===== src/sxs_pkg.sv =====
/*
  package for the subtract / xor / nibble-swap datapath: operation codes,
  flag positions, widths and reset values.
  assumes the core decodes instructions elsewhere and hands over one op at a time.
*/
// How it works
// - subtract computes file minus working register, two's complement; updates carry, digit carry, zero.
// - xor combines working and file register bitwise; only the zero flag changes.
// - swap exchanges file nibbles 3:0 and 7:4; no status flag changes.
// - destination bit 0 writes working register, 1 writes back to file register.
package sxs_pkg;
  localparam int DATA_W = 8;
  localparam int ADDR_W = 7;
  localparam int NIB_LO = 0;   // low nibble starts here
  localparam int NIB_HI = 4;   // high nibble starts here
  localparam int NIB_W = 4;
  localparam int FLAG_C = 0;   // carry position in the flag word
  localparam int FLAG_DC = 1;  // digit carry position
  localparam int FLAG_Z = 2;   // zero position
  localparam logic [DATA_W-1:0] WORK_RST = 8'h00;
  localparam logic [2:0] FLAGS_RST = 3'h0;
  localparam logic DEST_WORK = 1'b0;
  localparam logic DEST_FILE = 1'b1;

  typedef enum logic [1:0] {
    sub_work_from_file_op = 2'h0,
    xor_work_with_file_op = 2'h1,
    nibble_swap_file_op = 2'h2,
    sxs_no_op = 2'h3
  } sxs_op_e;

  typedef enum logic [1:0] {
    SXS_IDLE = 2'h1,
    SXS_DONE = 2'h2
  } sxs_state_e;
endpackage


===== src/sxs_alu.sv =====
/*
  datapath for subtract, xor and nibble swap on a file register, with the
  working register and status flags held here.
  assumes the file read data arrives in the request cycle (same clock) and the
  register file applies file_wr_en / file_wr_addr / file_wr_data on its next edge.
  ops may come back to back; an op that reads the file register written by the op
  just before it needs the register file to forward that write, since nothing here
  holds a copy of file contents.
  the decoder presents op_valid for one cycle per op; a no-op code is refused.
*/
`timescale 1ns/1ps
module sxs_alu
  import sxs_pkg::*;
(
  // clock and reset
  input wire logic clk,
  input wire logic nrst,
  // request from decode
  input wire logic op_valid,
  input wire sxs_pkg::sxs_op_e op,
  input wire logic dest_sel,
  input wire logic [sxs_pkg::ADDR_W-1:0] file_addr,
  input wire logic [sxs_pkg::DATA_W-1:0] file_rd_data,
  // write back to file
  output logic file_wr_en,
  output logic [sxs_pkg::ADDR_W-1:0] file_wr_addr,
  output logic [sxs_pkg::DATA_W-1:0] file_wr_data,
  // architectural state
  output logic [sxs_pkg::DATA_W-1:0] work_reg,
  output logic carry_flag,
  output logic digit_carry_flag,
  output logic zero_flag,
  output logic op_done
);
  typedef struct packed {
    sxs_state_e state;
    logic [DATA_W-1:0] work;
    logic [2:0] flags;
    logic wr_en;
    logic [ADDR_W-1:0] wr_addr;
    logic [DATA_W-1:0] wr_data;
    logic done;
  } sxs_regs_s;

  sxs_regs_s cur, next_cur;
  logic [DATA_W-1:0] res;
  logic [2:0] new_flags;

  // swap and digit carry need a byte of exactly two nibbles and three distinct flag bits;
  // any other layout would quietly pick the wrong bits, so elaboration stops instead
  if (DATA_W != 2 * NIB_W || NIB_LO != 0 || NIB_HI != NIB_W
      || FLAG_C == FLAG_DC || FLAG_C == FLAG_Z || FLAG_DC == FLAG_Z
      || FLAG_C > 2 || FLAG_DC > 2 || FLAG_Z > 2) begin : g_bad_layout
    $error("sxs_alu: byte, nibble or flag layout not supported");
  end

  // combinational result and flags for the op on the inputs this cycle
  sxs_calc i_sxs_calc (
    .op(op),
    .work_val(cur.work),
    .file_val(file_rd_data),
    .flags_in(cur.flags),
    .result(res),
    .flags_out(new_flags)
  );

  // one place decides whether a request is taken, shared by the next-state logic and idle_hold_a, done_pulse_a and addr_hold_a;
  // a refused code must leave every output as it was, except file_wr_en and op_done, which drop low
  function automatic logic op_taken(input logic valid, input sxs_op_e code);
    return valid && (code != sxs_no_op);
  endfunction

  // one op per cycle; the done state only marks the answer, no stall needed
  always_comb begin
    next_cur = cur;
    next_cur.wr_en = 1'b0;
    next_cur.done = 1'b0;
    case (cur.state)
      SXS_IDLE, SXS_DONE: begin
        next_cur.state = SXS_IDLE;
        if (op_taken(op_valid, op)) begin
          next_cur.state = SXS_DONE;
          next_cur.done = 1'b1;
          next_cur.flags = new_flags;
          // working destination: write address and data keep their last values
          if (dest_sel == DEST_WORK) begin
            next_cur.work = res;
          end else begin
            // file destination: the working register is left alone
            next_cur.wr_en = 1'b1;
            next_cur.wr_addr = file_addr;
            next_cur.wr_data = res;
          end
        end
      end
      // a state code that is not one-hot falls back to idle without touching the datapath
      default: begin
        next_cur.state = SXS_IDLE;
      end
    endcase
  end

  // register the whole state
  always_ff @(posedge clk or negedge nrst) begin
    if (!nrst) begin
      cur <= '{state: SXS_IDLE, work: WORK_RST, flags: FLAGS_RST, wr_en: 1'b0,
               wr_addr: '0, wr_data: '0, done: 1'b0};
    end else begin
      cur <= next_cur;
    end
  end

  // every output comes straight from the state register
  assign file_wr_en = cur.wr_en;
  assign file_wr_addr = cur.wr_addr;
  assign file_wr_data = cur.wr_data;
  assign work_reg = cur.work;
  assign carry_flag = cur.flags[FLAG_C];
  assign digit_carry_flag = cur.flags[FLAG_DC];
  assign zero_flag = cur.flags[FLAG_Z];
  assign op_done = cur.done;

  // checks: each ties the outcome one cycle later to the request
  sub_result_a: assert property (@(posedge clk) disable iff (!nrst)
    op_valid && op == sub_work_from_file_op && !dest_sel |=>
    work_reg == $past(file_rd_data) - $past(cur.work))
    else $error("subtract result wrong");
  sub_carry_a: assert property (@(posedge clk) disable iff (!nrst)
    op_valid && op == sub_work_from_file_op |=> carry_flag == ($past(file_rd_data) >= $past(cur.work)))
    else $error("subtract carry wrong");
  xor_result_a: assert property (@(posedge clk) disable iff (!nrst)
    op_valid && op == xor_work_with_file_op && dest_sel |=>
    file_wr_en && file_wr_data == ($past(file_rd_data) ^ $past(cur.work)))
    else $error("xor result wrong");
  xor_keeps_carry_a: assert property (@(posedge clk) disable iff (!nrst)
    op_valid && op == xor_work_with_file_op |=> $stable(carry_flag) && $stable(digit_carry_flag))
    else $error("xor touched carry flags");
  swap_result_a: assert property (@(posedge clk) disable iff (!nrst)
    op_valid && op == nibble_swap_file_op && !dest_sel |=>
    work_reg == {$past(file_rd_data[3:0]), $past(file_rd_data[7:4])})
    else $error("swap result wrong");
  swap_flags_a: assert property (@(posedge clk) disable iff (!nrst)
    op_valid && op == nibble_swap_file_op |=> $stable({carry_flag, digit_carry_flag, zero_flag}))
    else $error("swap changed flags");
  dest_work_a: assert property (@(posedge clk) disable iff (!nrst)
    op_valid && op != sxs_no_op && !dest_sel |=> !file_wr_en)
    else $error("file written for working destination");
  dest_file_a: assert property (@(posedge clk) disable iff (!nrst)
    op_valid && op != sxs_no_op && dest_sel |=> file_wr_en && $stable(work_reg)
    && file_wr_addr == $past(file_addr))
    else $error("file write back wrong");
  zero_flag_a: assert property (@(posedge clk) disable iff (!nrst)
    op_valid && op == sub_work_from_file_op && dest_sel |=> zero_flag == (file_wr_data == 8'h00))
    else $error("zero flag wrong");

  // remaining result paths: each op to the destination the first checks leave open
  sub_file_a: assert property (@(posedge clk) disable iff (!nrst)
    op_valid && op == sub_work_from_file_op && dest_sel |=>
    file_wr_en && file_wr_data == $past(file_rd_data) - $past(cur.work))
    else $error("subtract write back wrong");
  xor_work_a: assert property (@(posedge clk) disable iff (!nrst)
    op_valid && op == xor_work_with_file_op && !dest_sel |=>
    work_reg == ($past(file_rd_data) ^ $past(cur.work)))
    else $error("xor working result wrong");
  swap_file_a: assert property (@(posedge clk) disable iff (!nrst)
    op_valid && op == nibble_swap_file_op && dest_sel |=>
    file_wr_en && file_wr_data == {$past(file_rd_data[3:0]), $past(file_rd_data[7:4])})
    else $error("swap write back wrong");

  // flags still open; digit carry is not-borrow out of the low nibble
  sub_digit_a: assert property (@(posedge clk) disable iff (!nrst)
    op_valid && op == sub_work_from_file_op |=>
    digit_carry_flag == ($past(file_rd_data[3:0]) >= $past(cur.work[3:0])))
    else $error("subtract digit carry wrong");
  sub_zero_a: assert property (@(posedge clk) disable iff (!nrst)
    op_valid && op == sub_work_from_file_op && !dest_sel |=>
    zero_flag == (work_reg == 8'h00))
    else $error("subtract zero flag wrong");
  xor_zero_a: assert property (@(posedge clk) disable iff (!nrst)
    op_valid && op == xor_work_with_file_op |=>
    zero_flag == (($past(file_rd_data) ^ $past(cur.work)) == 8'h00))
    else $error("xor zero flag wrong");

  // refused requests and stray pulses: nothing may move without a taken op
  idle_hold_a: assert property (@(posedge clk) disable iff (!nrst)
    !op_taken(op_valid, op) |=>
    !file_wr_en && !op_done && $stable(work_reg) && $stable(file_wr_addr) && $stable(file_wr_data)
    && $stable({carry_flag, digit_carry_flag, zero_flag}))
    else $error("refused request changed state");
  done_pulse_a: assert property (@(posedge clk) disable iff (!nrst)
    op_taken(op_valid, op) |=> op_done)
    else $error("taken op not acknowledged");
  wr_source_a: assert property (@(posedge clk) disable iff (!nrst)
    file_wr_en |->
    $past(op_valid) && $past(dest_sel) && $past(op) != sxs_no_op)
    else $error("file write without a file destination op");
  addr_hold_a: assert property (@(posedge clk) disable iff (!nrst)
    op_taken(op_valid, op) && dest_sel == DEST_WORK |=>
    !file_wr_en && $stable(file_wr_addr) && $stable(file_wr_data))
    else $error("working destination touched write back");
  done_source_a: assert property (@(posedge clk) disable iff (!nrst)
    op_done |->
    $past(op_valid) && $past(op) != sxs_no_op)
    else $error("done without a taken op");

  // reset is asynchronous, so the outputs must already be clear at any edge seen under reset
  reset_values_a: assert property (@(posedge clk)
    !nrst |->
    work_reg == WORK_RST && {zero_flag, digit_carry_flag, carry_flag} == FLAGS_RST
    && !file_wr_en && !op_done)
    else $error("outputs not at reset values");

  // scenarios worth seeing at least once
  sub_zero_c: cover property (@(posedge clk) disable iff (!nrst)
    op_valid && op == sub_work_from_file_op ##1 zero_flag);
  xor_file_c: cover property (@(posedge clk) disable iff (!nrst)
    op_valid && op == xor_work_with_file_op && dest_sel);
  swap_back_c: cover property (@(posedge clk) disable iff (!nrst)
    op_valid && op == nibble_swap_file_op ##1 op_valid && op == sub_work_from_file_op);
  sub_borrow_c: cover property (@(posedge clk) disable iff (!nrst)
    op_valid && op == sub_work_from_file_op && !dest_sel ##1 !carry_flag);
  nop_refused_c: cover property (@(posedge clk) disable iff (!nrst)
    op_valid && op == sxs_no_op);
endmodule


===== src/sxs_calc.sv =====
/*
  combinational result and flag calculator for one operation.
  assumes operands are stable in the same cycle; holds no state.
*/
`timescale 1ns/1ps
module sxs_calc
  import sxs_pkg::*;
(
  // operation and operands
  input wire sxs_pkg::sxs_op_e op,
  input wire logic [sxs_pkg::DATA_W-1:0] work_val,
  input wire logic [sxs_pkg::DATA_W-1:0] file_val,
  input wire logic [2:0] flags_in,
  // outcome
  output logic [sxs_pkg::DATA_W-1:0] result,
  output logic [2:0] flags_out
);
  logic [DATA_W:0] diff;
  logic [NIB_W:0] ndiff;

  // borrow shows as carry clear, as on most small cores
  always_comb begin
    diff = {1'b0, file_val} + {1'b0, ~work_val} + {{DATA_W{1'b0}}, 1'b1};
    ndiff = {1'b0, file_val[NIB_W-1:0]} + {1'b0, ~work_val[NIB_W-1:0]} + {{NIB_W{1'b0}}, 1'b1};
    flags_out = flags_in;
    result = file_val;
    case (op)
      sub_work_from_file_op: begin
        result = diff[DATA_W-1:0];
        flags_out[FLAG_C] = diff[DATA_W];
        flags_out[FLAG_DC] = ndiff[NIB_W];
        flags_out[FLAG_Z] = (diff[DATA_W-1:0] == 8'h00);
      end
      xor_work_with_file_op: begin
        result = work_val ^ file_val;
        flags_out[FLAG_Z] = ((work_val ^ file_val) == 8'h00);
      end
      nibble_swap_file_op: begin
        result = {file_val[NIB_LO +: NIB_W], file_val[NIB_HI +: NIB_W]};
      end
      default: begin
        result = file_val;
      end
    endcase
  end
endmodule


===== config.mk =====
export PLATFORM = sky130hd
export DESIGN_NAME = sxs_alu
export DESIGN_NICKNAME = d
export VERILOG_FILES = /design/src/sxs_pkg.sv /design/src/sxs_alu.sv /design/src/sxs_calc.sv
export SDC_FILE = /design/constraint.sdc
export NUM_CORES = 1
export LEC_CHECK = 0
export BUFFER_PORTS_ARGS = -buffer_cell sky130_fd_sc_hd__buf_4
export CAP_MARGIN = 10
export CORE_ASPECT_RATIO = 1.25
export CORE_UTILIZATION = 39
export CTS_CLUSTER_DIAMETER = 120
export DETAILED_ROUTE_END_ITERATION = 16
export PLACE_DENSITY = 0.7
export SYNTH_ARGS = -nofsm -noshare
export SYNTH_HDL_FRONTEND = slang
export SYNTH_HIERARCHICAL = 1
export SYNTH_SLANG_ARGS = --single-unit
export TNS_END_PERCENT = 10

===== constraint.sdc =====
create_clock -name clk -period 4.05 [get_ports clk]
set_clock_uncertainty 0.1 [all_clocks]
set_input_delay 0.81 -clock clk [delete_from_list [all_inputs] [get_ports clk]]
set_output_delay 0.81 -clock clk [all_outputs]
set_load 0.03 [all_outputs]

Word level (Yosys, flattened, before mapping)
Index checks and enable logic that the tools add are counted.
Widths: inputs -> output; s select.
{ "classes": {"n_addsub": 4, "eq_ne": 5, "mux": 8, "n_bitwise": 4, "reduce_logical": 10} }
{ "ops": {"columns": ["op", "n"], "rows": [
  ["$mux 30", 1],
  ["$pmux 8 s3", 1],
  ["$mux 17", 1],
  ["$logic_not 8->1", 2],
  ["$mux 16", 1],
  ["$reduce_and 3->1", 4],
  ["$add 8x8->9", 1],
  ["$add 9x1->9 const B", 1],
  ["$mux 8", 1],
  ["$not 8->8", 1],
  ["$xor 8x8->8", 1],
  ["$add 4x4->5", 1],
  ["$add 5x1->5 const B", 1],
  ["$eq 2x1->1 const B", 2],
  ["$eq 2x2->1 const B", 2],
  ["$mux 2", 2],
  ["$not 4->4", 1],
  ["$logic_not 2->1", 1],
  ["$ne 2x2->1 const B", 1],
  ["$pmux 1 s2", 1],
  ["$reduce_bool 2->1", 1],
  ["$reduce_or 2->1", 1],
  ["$logic_and 1x1->1", 1],
  ["$not 1->1", 1]
]} }
{ "totals": {"reg_bits": 30, "input_bits": 21, "wordCells": 39} }

Depth between registers and ports, before layout
{ "logic_depth": {"ltp_word": 7, "ltp_mapped": 9, "ltp_nobuf": 9} }

Modules after synthesis
The synthesis kept the hierarchy.
{ "by_module_without_submodules": {"columns": ["module", "instances", "cells_per_inst", "area_each_um2", "seq_area_each_um2"], "rows": [
  ["sxs_alu", 1, 87, 1308.8, 726.9],
  ["sxs_calc", 1, 108, 726.9, 0.0]
]} }

Least setup slack after synthesis
No wires, ideal clock.
{ "synth_timing": {"kind": "input-to-reg", "startpoint": "input file_rd_data[3] (netlist name)", "endpoint": "register cur, in the netlist file_wr_data[7]", "setup_ps": 125, "t_arrival_ps": 2504, "t_required_ps": 3825, "slack_ps": 1321, "stages": 8, "path_cell_list": "ha_1 -> clkbuf_1 -> nand4_1 -> a21oi_1 -> nor3_2 -> xnor2_1 -> mux4_2 -> mux2_4"} }
{ "synth_via": {"elab_chain_len": 3} }
{ "synth_lines": {"columns": ["element", "line", "source"], "rows": [
  ["start, declared", "sxs_alu.sv:23", "input wire logic [sxs_pkg::DATA_W-1:0] file_rd_data,"],
  ["$add 8x8->9", "sxs_calc.sv:23", "diff = {1'b0, file_val} + {1'b0, ~work_val} + {{DATA_W{1'b0}}, 1'b1};"],
  ["$add 9x1->9", "sxs_calc.sv:23", null],
  ["$pmux 8 s3 (*)", "sxs_calc.sv:27", "case (op)"],
  ["via res[7]", "sxs_alu.sv:46", "logic [DATA_W-1:0] res;"],
  ["end signal, assigned", "sxs_alu.sv:106", "cur <= '{state: SXS_IDLE, work: WORK_RST, flags: FLAGS_RST, wr_en: 1'b0,"],
  ["end signal, assigned", "sxs_alu.sv:109", "cur <= next_cur;"],
  ["end, declared", "sxs_alu.sv:45", "sxs_regs_s cur, next_cur;"]
]} }
The timed path passes the listed nets; every way through them passes the cells marked *.
A chain may end at the register's enable or synchronous reset.

Worst setup path after layout
{ "layout_timing": {"startpoint": "input file_rd_data[2] (netlist name)", "endpoint": "register cur, in the netlist work_reg[5]"} }
{ "layout_via": {"elab_chain_len": 3} }
{ "layout_lines": {"columns": ["element", "line"], "rows": [
  ["$add 8x8->9", "sxs_calc.sv:23"],
  ["$add 9x1->9", "sxs_calc.sv:23"],
  ["$pmux 8 s3", "sxs_calc.sv:27"],
  ["via res[5]", "sxs_alu.sv:46"]
]} }
The timed path passes the listed nets, and every way through them passes these cells.

==> results.md <==
CTS:
- After clock tree synthesis, the setup repair step added 0 buffers.
- The clock tree from TritonCTS is done.
- The quantity of gates resized following cts is 0.
- The count of clock tree sinks is 29.
- The number of hold buffers added after cts is 0.
- The tree is rooted in a clkbuf_8.
- The clock network latency to the later pin of the worst-skew pair is 280 ps.
- Clock-pin slew was measured on the worst setup and hold paths at approximately 60 ps.
- The H-tree depth is 2.
- The clock passes through at most 2 buffers.
- The number of buffers added by the clock tree synthesis step is 5.

Critical path:
- The startpoint type of the worst setup path is an input port.
- The critical path is of the in2reg type.
- At the worst endpoint, the required time is slightly above 4000 ps.
- The nature of the critical path endpoint is a flip-flop.
- In this run the worst path has a maximum fanout of 8.
- STA puts the critical path data arrival time at 2750 ps.

Die:
- The die extent in x is 66.6 um.
- The number of rows created at floorplan is 29.
- The initial core utilization is 40.4%.
- The core outline area is between 5000 and 6000 um2.
- The die covers 5510 um2.
- The I/O pin count is 49.
- The floorplan step set the die height to roughly 83 um.

Synthesis:
- The post-synthesis instance area is a little over 2000 um2.
- The mean cell area of the mapped netlist is between 10 and 15 um2.
- The predominant post-synthesis flop cell is dfrtp_1.
- For this run, asynchronously set or reset flops after synthesis account for 100%.
- After synthesis, the most frequently instantiated cells are dfrtp_1 (28), buf_4 (24), mux2_2 (16), inv_1 (15).
- Summed over its instances, the top area cell type makes up about a third of the synthesized netlist area.
- The total of warnings raised by yosys is 6.
- The post-synthesis sequential area ratio is between 30% and 40%.
- The most common cell in the synthesized netlist is dfrtp_1.
- The number of nets produced by synthesis is 226.
- The cell taking the most area after synthesis is dfrtp_1.
- The netlist uses 48 different library cells.
- Yosys attributes the largest share of cell area to dfrtp_1 (34%), buf_4 (8.9%), mux2_2 (8.9%), mux2_4 (6.6%), ha_1 (5.5%).
- Synthesis inferred 29 register bits.
- The number of standard cells after synthesis is 195.
- Yosys mapped a number of flops with a built-in enable equal to 0.

Timing:
- The minimum clock period after layout is between 2000 and 3000 ps.
- The final count of pins violating max slew came to 0.
- The final total negative setup slack is 0 ps.
- Dividing the final minimum period by the clock period gives 66.4%.
- The actual transition at the worst max-transition pin is between 500 and 600 ps.
- Setup repair after global routing left no endpoint under its margin.
- The worst slew margin relative to its limit is about two thirds.
- The achievable clock frequency is 0.372 GHz.
- Setup violations remaining at the end of the flow were counted as 0.
- The hold violation total from the final report was 0.

Routing:
- Detailed routing inserted a total of roughly 1,500 vias.
- In this run, the number of DRC markers left after iteration 0 of detailed routing was 67.
- Dividing the detail-routed wire length by the instance count gives about 15 um.
- The residual DRC count is 0.
- The count of nets left with antenna violations once routing finished came out at 0.
- The number of iterations in the first detailed-routing pass is 4.
- The total routed wirelength is 4.13 mm.
- The ratio of routed vias to standard cells is a little over 5.

Power and ir drop:
- The worst-case IR drop observed on VDD is roughly 0.24 mV.
- Power spread over the standard cell area amounts to around 820 nW/um2.
- The switching share of power is between 40% and 50%.
- The analysis attributes to cell leakage a power of about 1.1 nW.
- The share of power burned in combinational logic is between 50% and 60%.
- The post-layout total power is between 1.5 and 2 mW.
- Internal power comes to roughly 1.1 mW.
- The portion of total power attributed to sequential cells is 25.7%.
- The power dissipated by switching net loads is between 0.8 and 0.9 mW.
- Of the total power, the clock network draws between 10% and 20%.

GRT:
- The wire length of the first global-routing pass is around 6.7 mm.
- The via count of the first global-routing pass was ~1,400.
- In the global route stage, overall resource usage came out at between 10% and 20%.
- The initial antenna violation count is 0.
- The total congestion overflow is 0.
- The pin count of the biggest net entering global routing is 30.

Placed design:
- The detailed-placement wirelength estimate is 3.17 mm.
- Input and output buffers added on the ports amount to 48.
- Routability-driven placement finished with a final weighted congestion of a little over 0.9.

Finish:
- For this run, the post-layout net count is between 200 and 300.
- The share of cells above drive strength 1 is a little over two fifths.
- The number of inserted diodes is 0.
- Counting the fill cells in the layout gives roughly 500.
- The layout-stage area growth over the synthesis result is 16.3%.

Outcome:
- The run finished with clean final reports.

Run:
- The number of max-cap violations is 0.

Min path:
- The path category of the worst min-delay check is in2async.
-- kinds of logic after synthesis --
group / Yosys count / synth area share [%]
simple gates: 39 / 10.9
mux: 28 / 18.3
buf+inv: 47 / 13.8
flops: 29 / 35.7
fa+ha+maj: 10 / 6.52
xor+xnor: 6 / 2.95
compound gates: 36 / 11.9
-- critical path: stages --
cell	delay, ps
buf_4	110
ha_1	490
nand3b_2	140
nand2_2	140
a31oi_1	120
xnor2_1	180
mux4_2	480
mux2_2	280
-- cell usage in the layout (no fill, tap or decap), drive strengths merged, types with 3 or more instances in the layout --
cell    Yosys  final
o21ai       8      8
xnor2       5      5
nand2      10     10
a31oi       3      3
nor3        3      3
a21oi      13     13
dfrtp      28     28
clkbuf      5      7
mux2       26     26
nand3       3      3
buf        26     48
inv        15     15
ha          9      9
nor2       12     12
-- through the flow --
step,std cells,area [um2],utilization (%),setup slack (ps),hold slack [ps]
2_1_floorplan,195,2040,-,1320,381
3_3_place_gp,274,2250,44.7,1090,390
3_5_place_dp,274,2250,44.7,1100,398
4_1_cts,282,2370,47.0,1380,356
5_1_grt,282,2370,47.0,1270,381
6_report,282,2370,47.0,1360,347
-- routing by layer --
layer	GRT usage [%]	up-vias	wire length [um]	part of all wire, %
met5	0	-	0	0
met3	2.46	8	143	3.5
met2	26.2	47	2110	51
met1	20.6	688	1730	42
li1	-	710	-	-
met4	11.3	0	144	3.5
-- area by class of cell --
cell class              count  area [um2]  share of cell area, %
multi-input cells         119        1030                   43.4
flip-flops and latches     29         727                   30.7
repair buffers             48         360                   15.2
inverters                  16        60.1                   2.54
clock buffers               7        86.3                   3.65
clock inverters             1        30.0                   1.27
well taps                  62        77.6                   3.28
-- power groups by stage --
stage          clock, mW  sequential, mW  combinational [mW]
2_1_floorplan          0           0.509               0.954
3_3_place_gp           0           0.501                1.13
3_5_place_dp           0           0.507                1.13
4_1_cts            0.314           0.502                1.14
5_1_grt            0.324           0.520                1.24
6_report           0.305           0.499                1.14
-- final timing paths --
kind	endpoint	slack, ps	start	cells after the start
max	work_reg[5]	1360	file_rd_data[2]	8
min	file_wr_addr[1]	350	nrst	1
max reg2reg	work_reg[5]	1590	work_reg[2]	8
min reg2reg	file_wr_addr[1]	410	file_wr_addr[1]	1
max in group asynchronous	cur[28]	3190	nrst	1
min in group clk	file_wr_addr[1]	410	file_wr_addr[1]	1
Power figures use the tool's default switching activity.
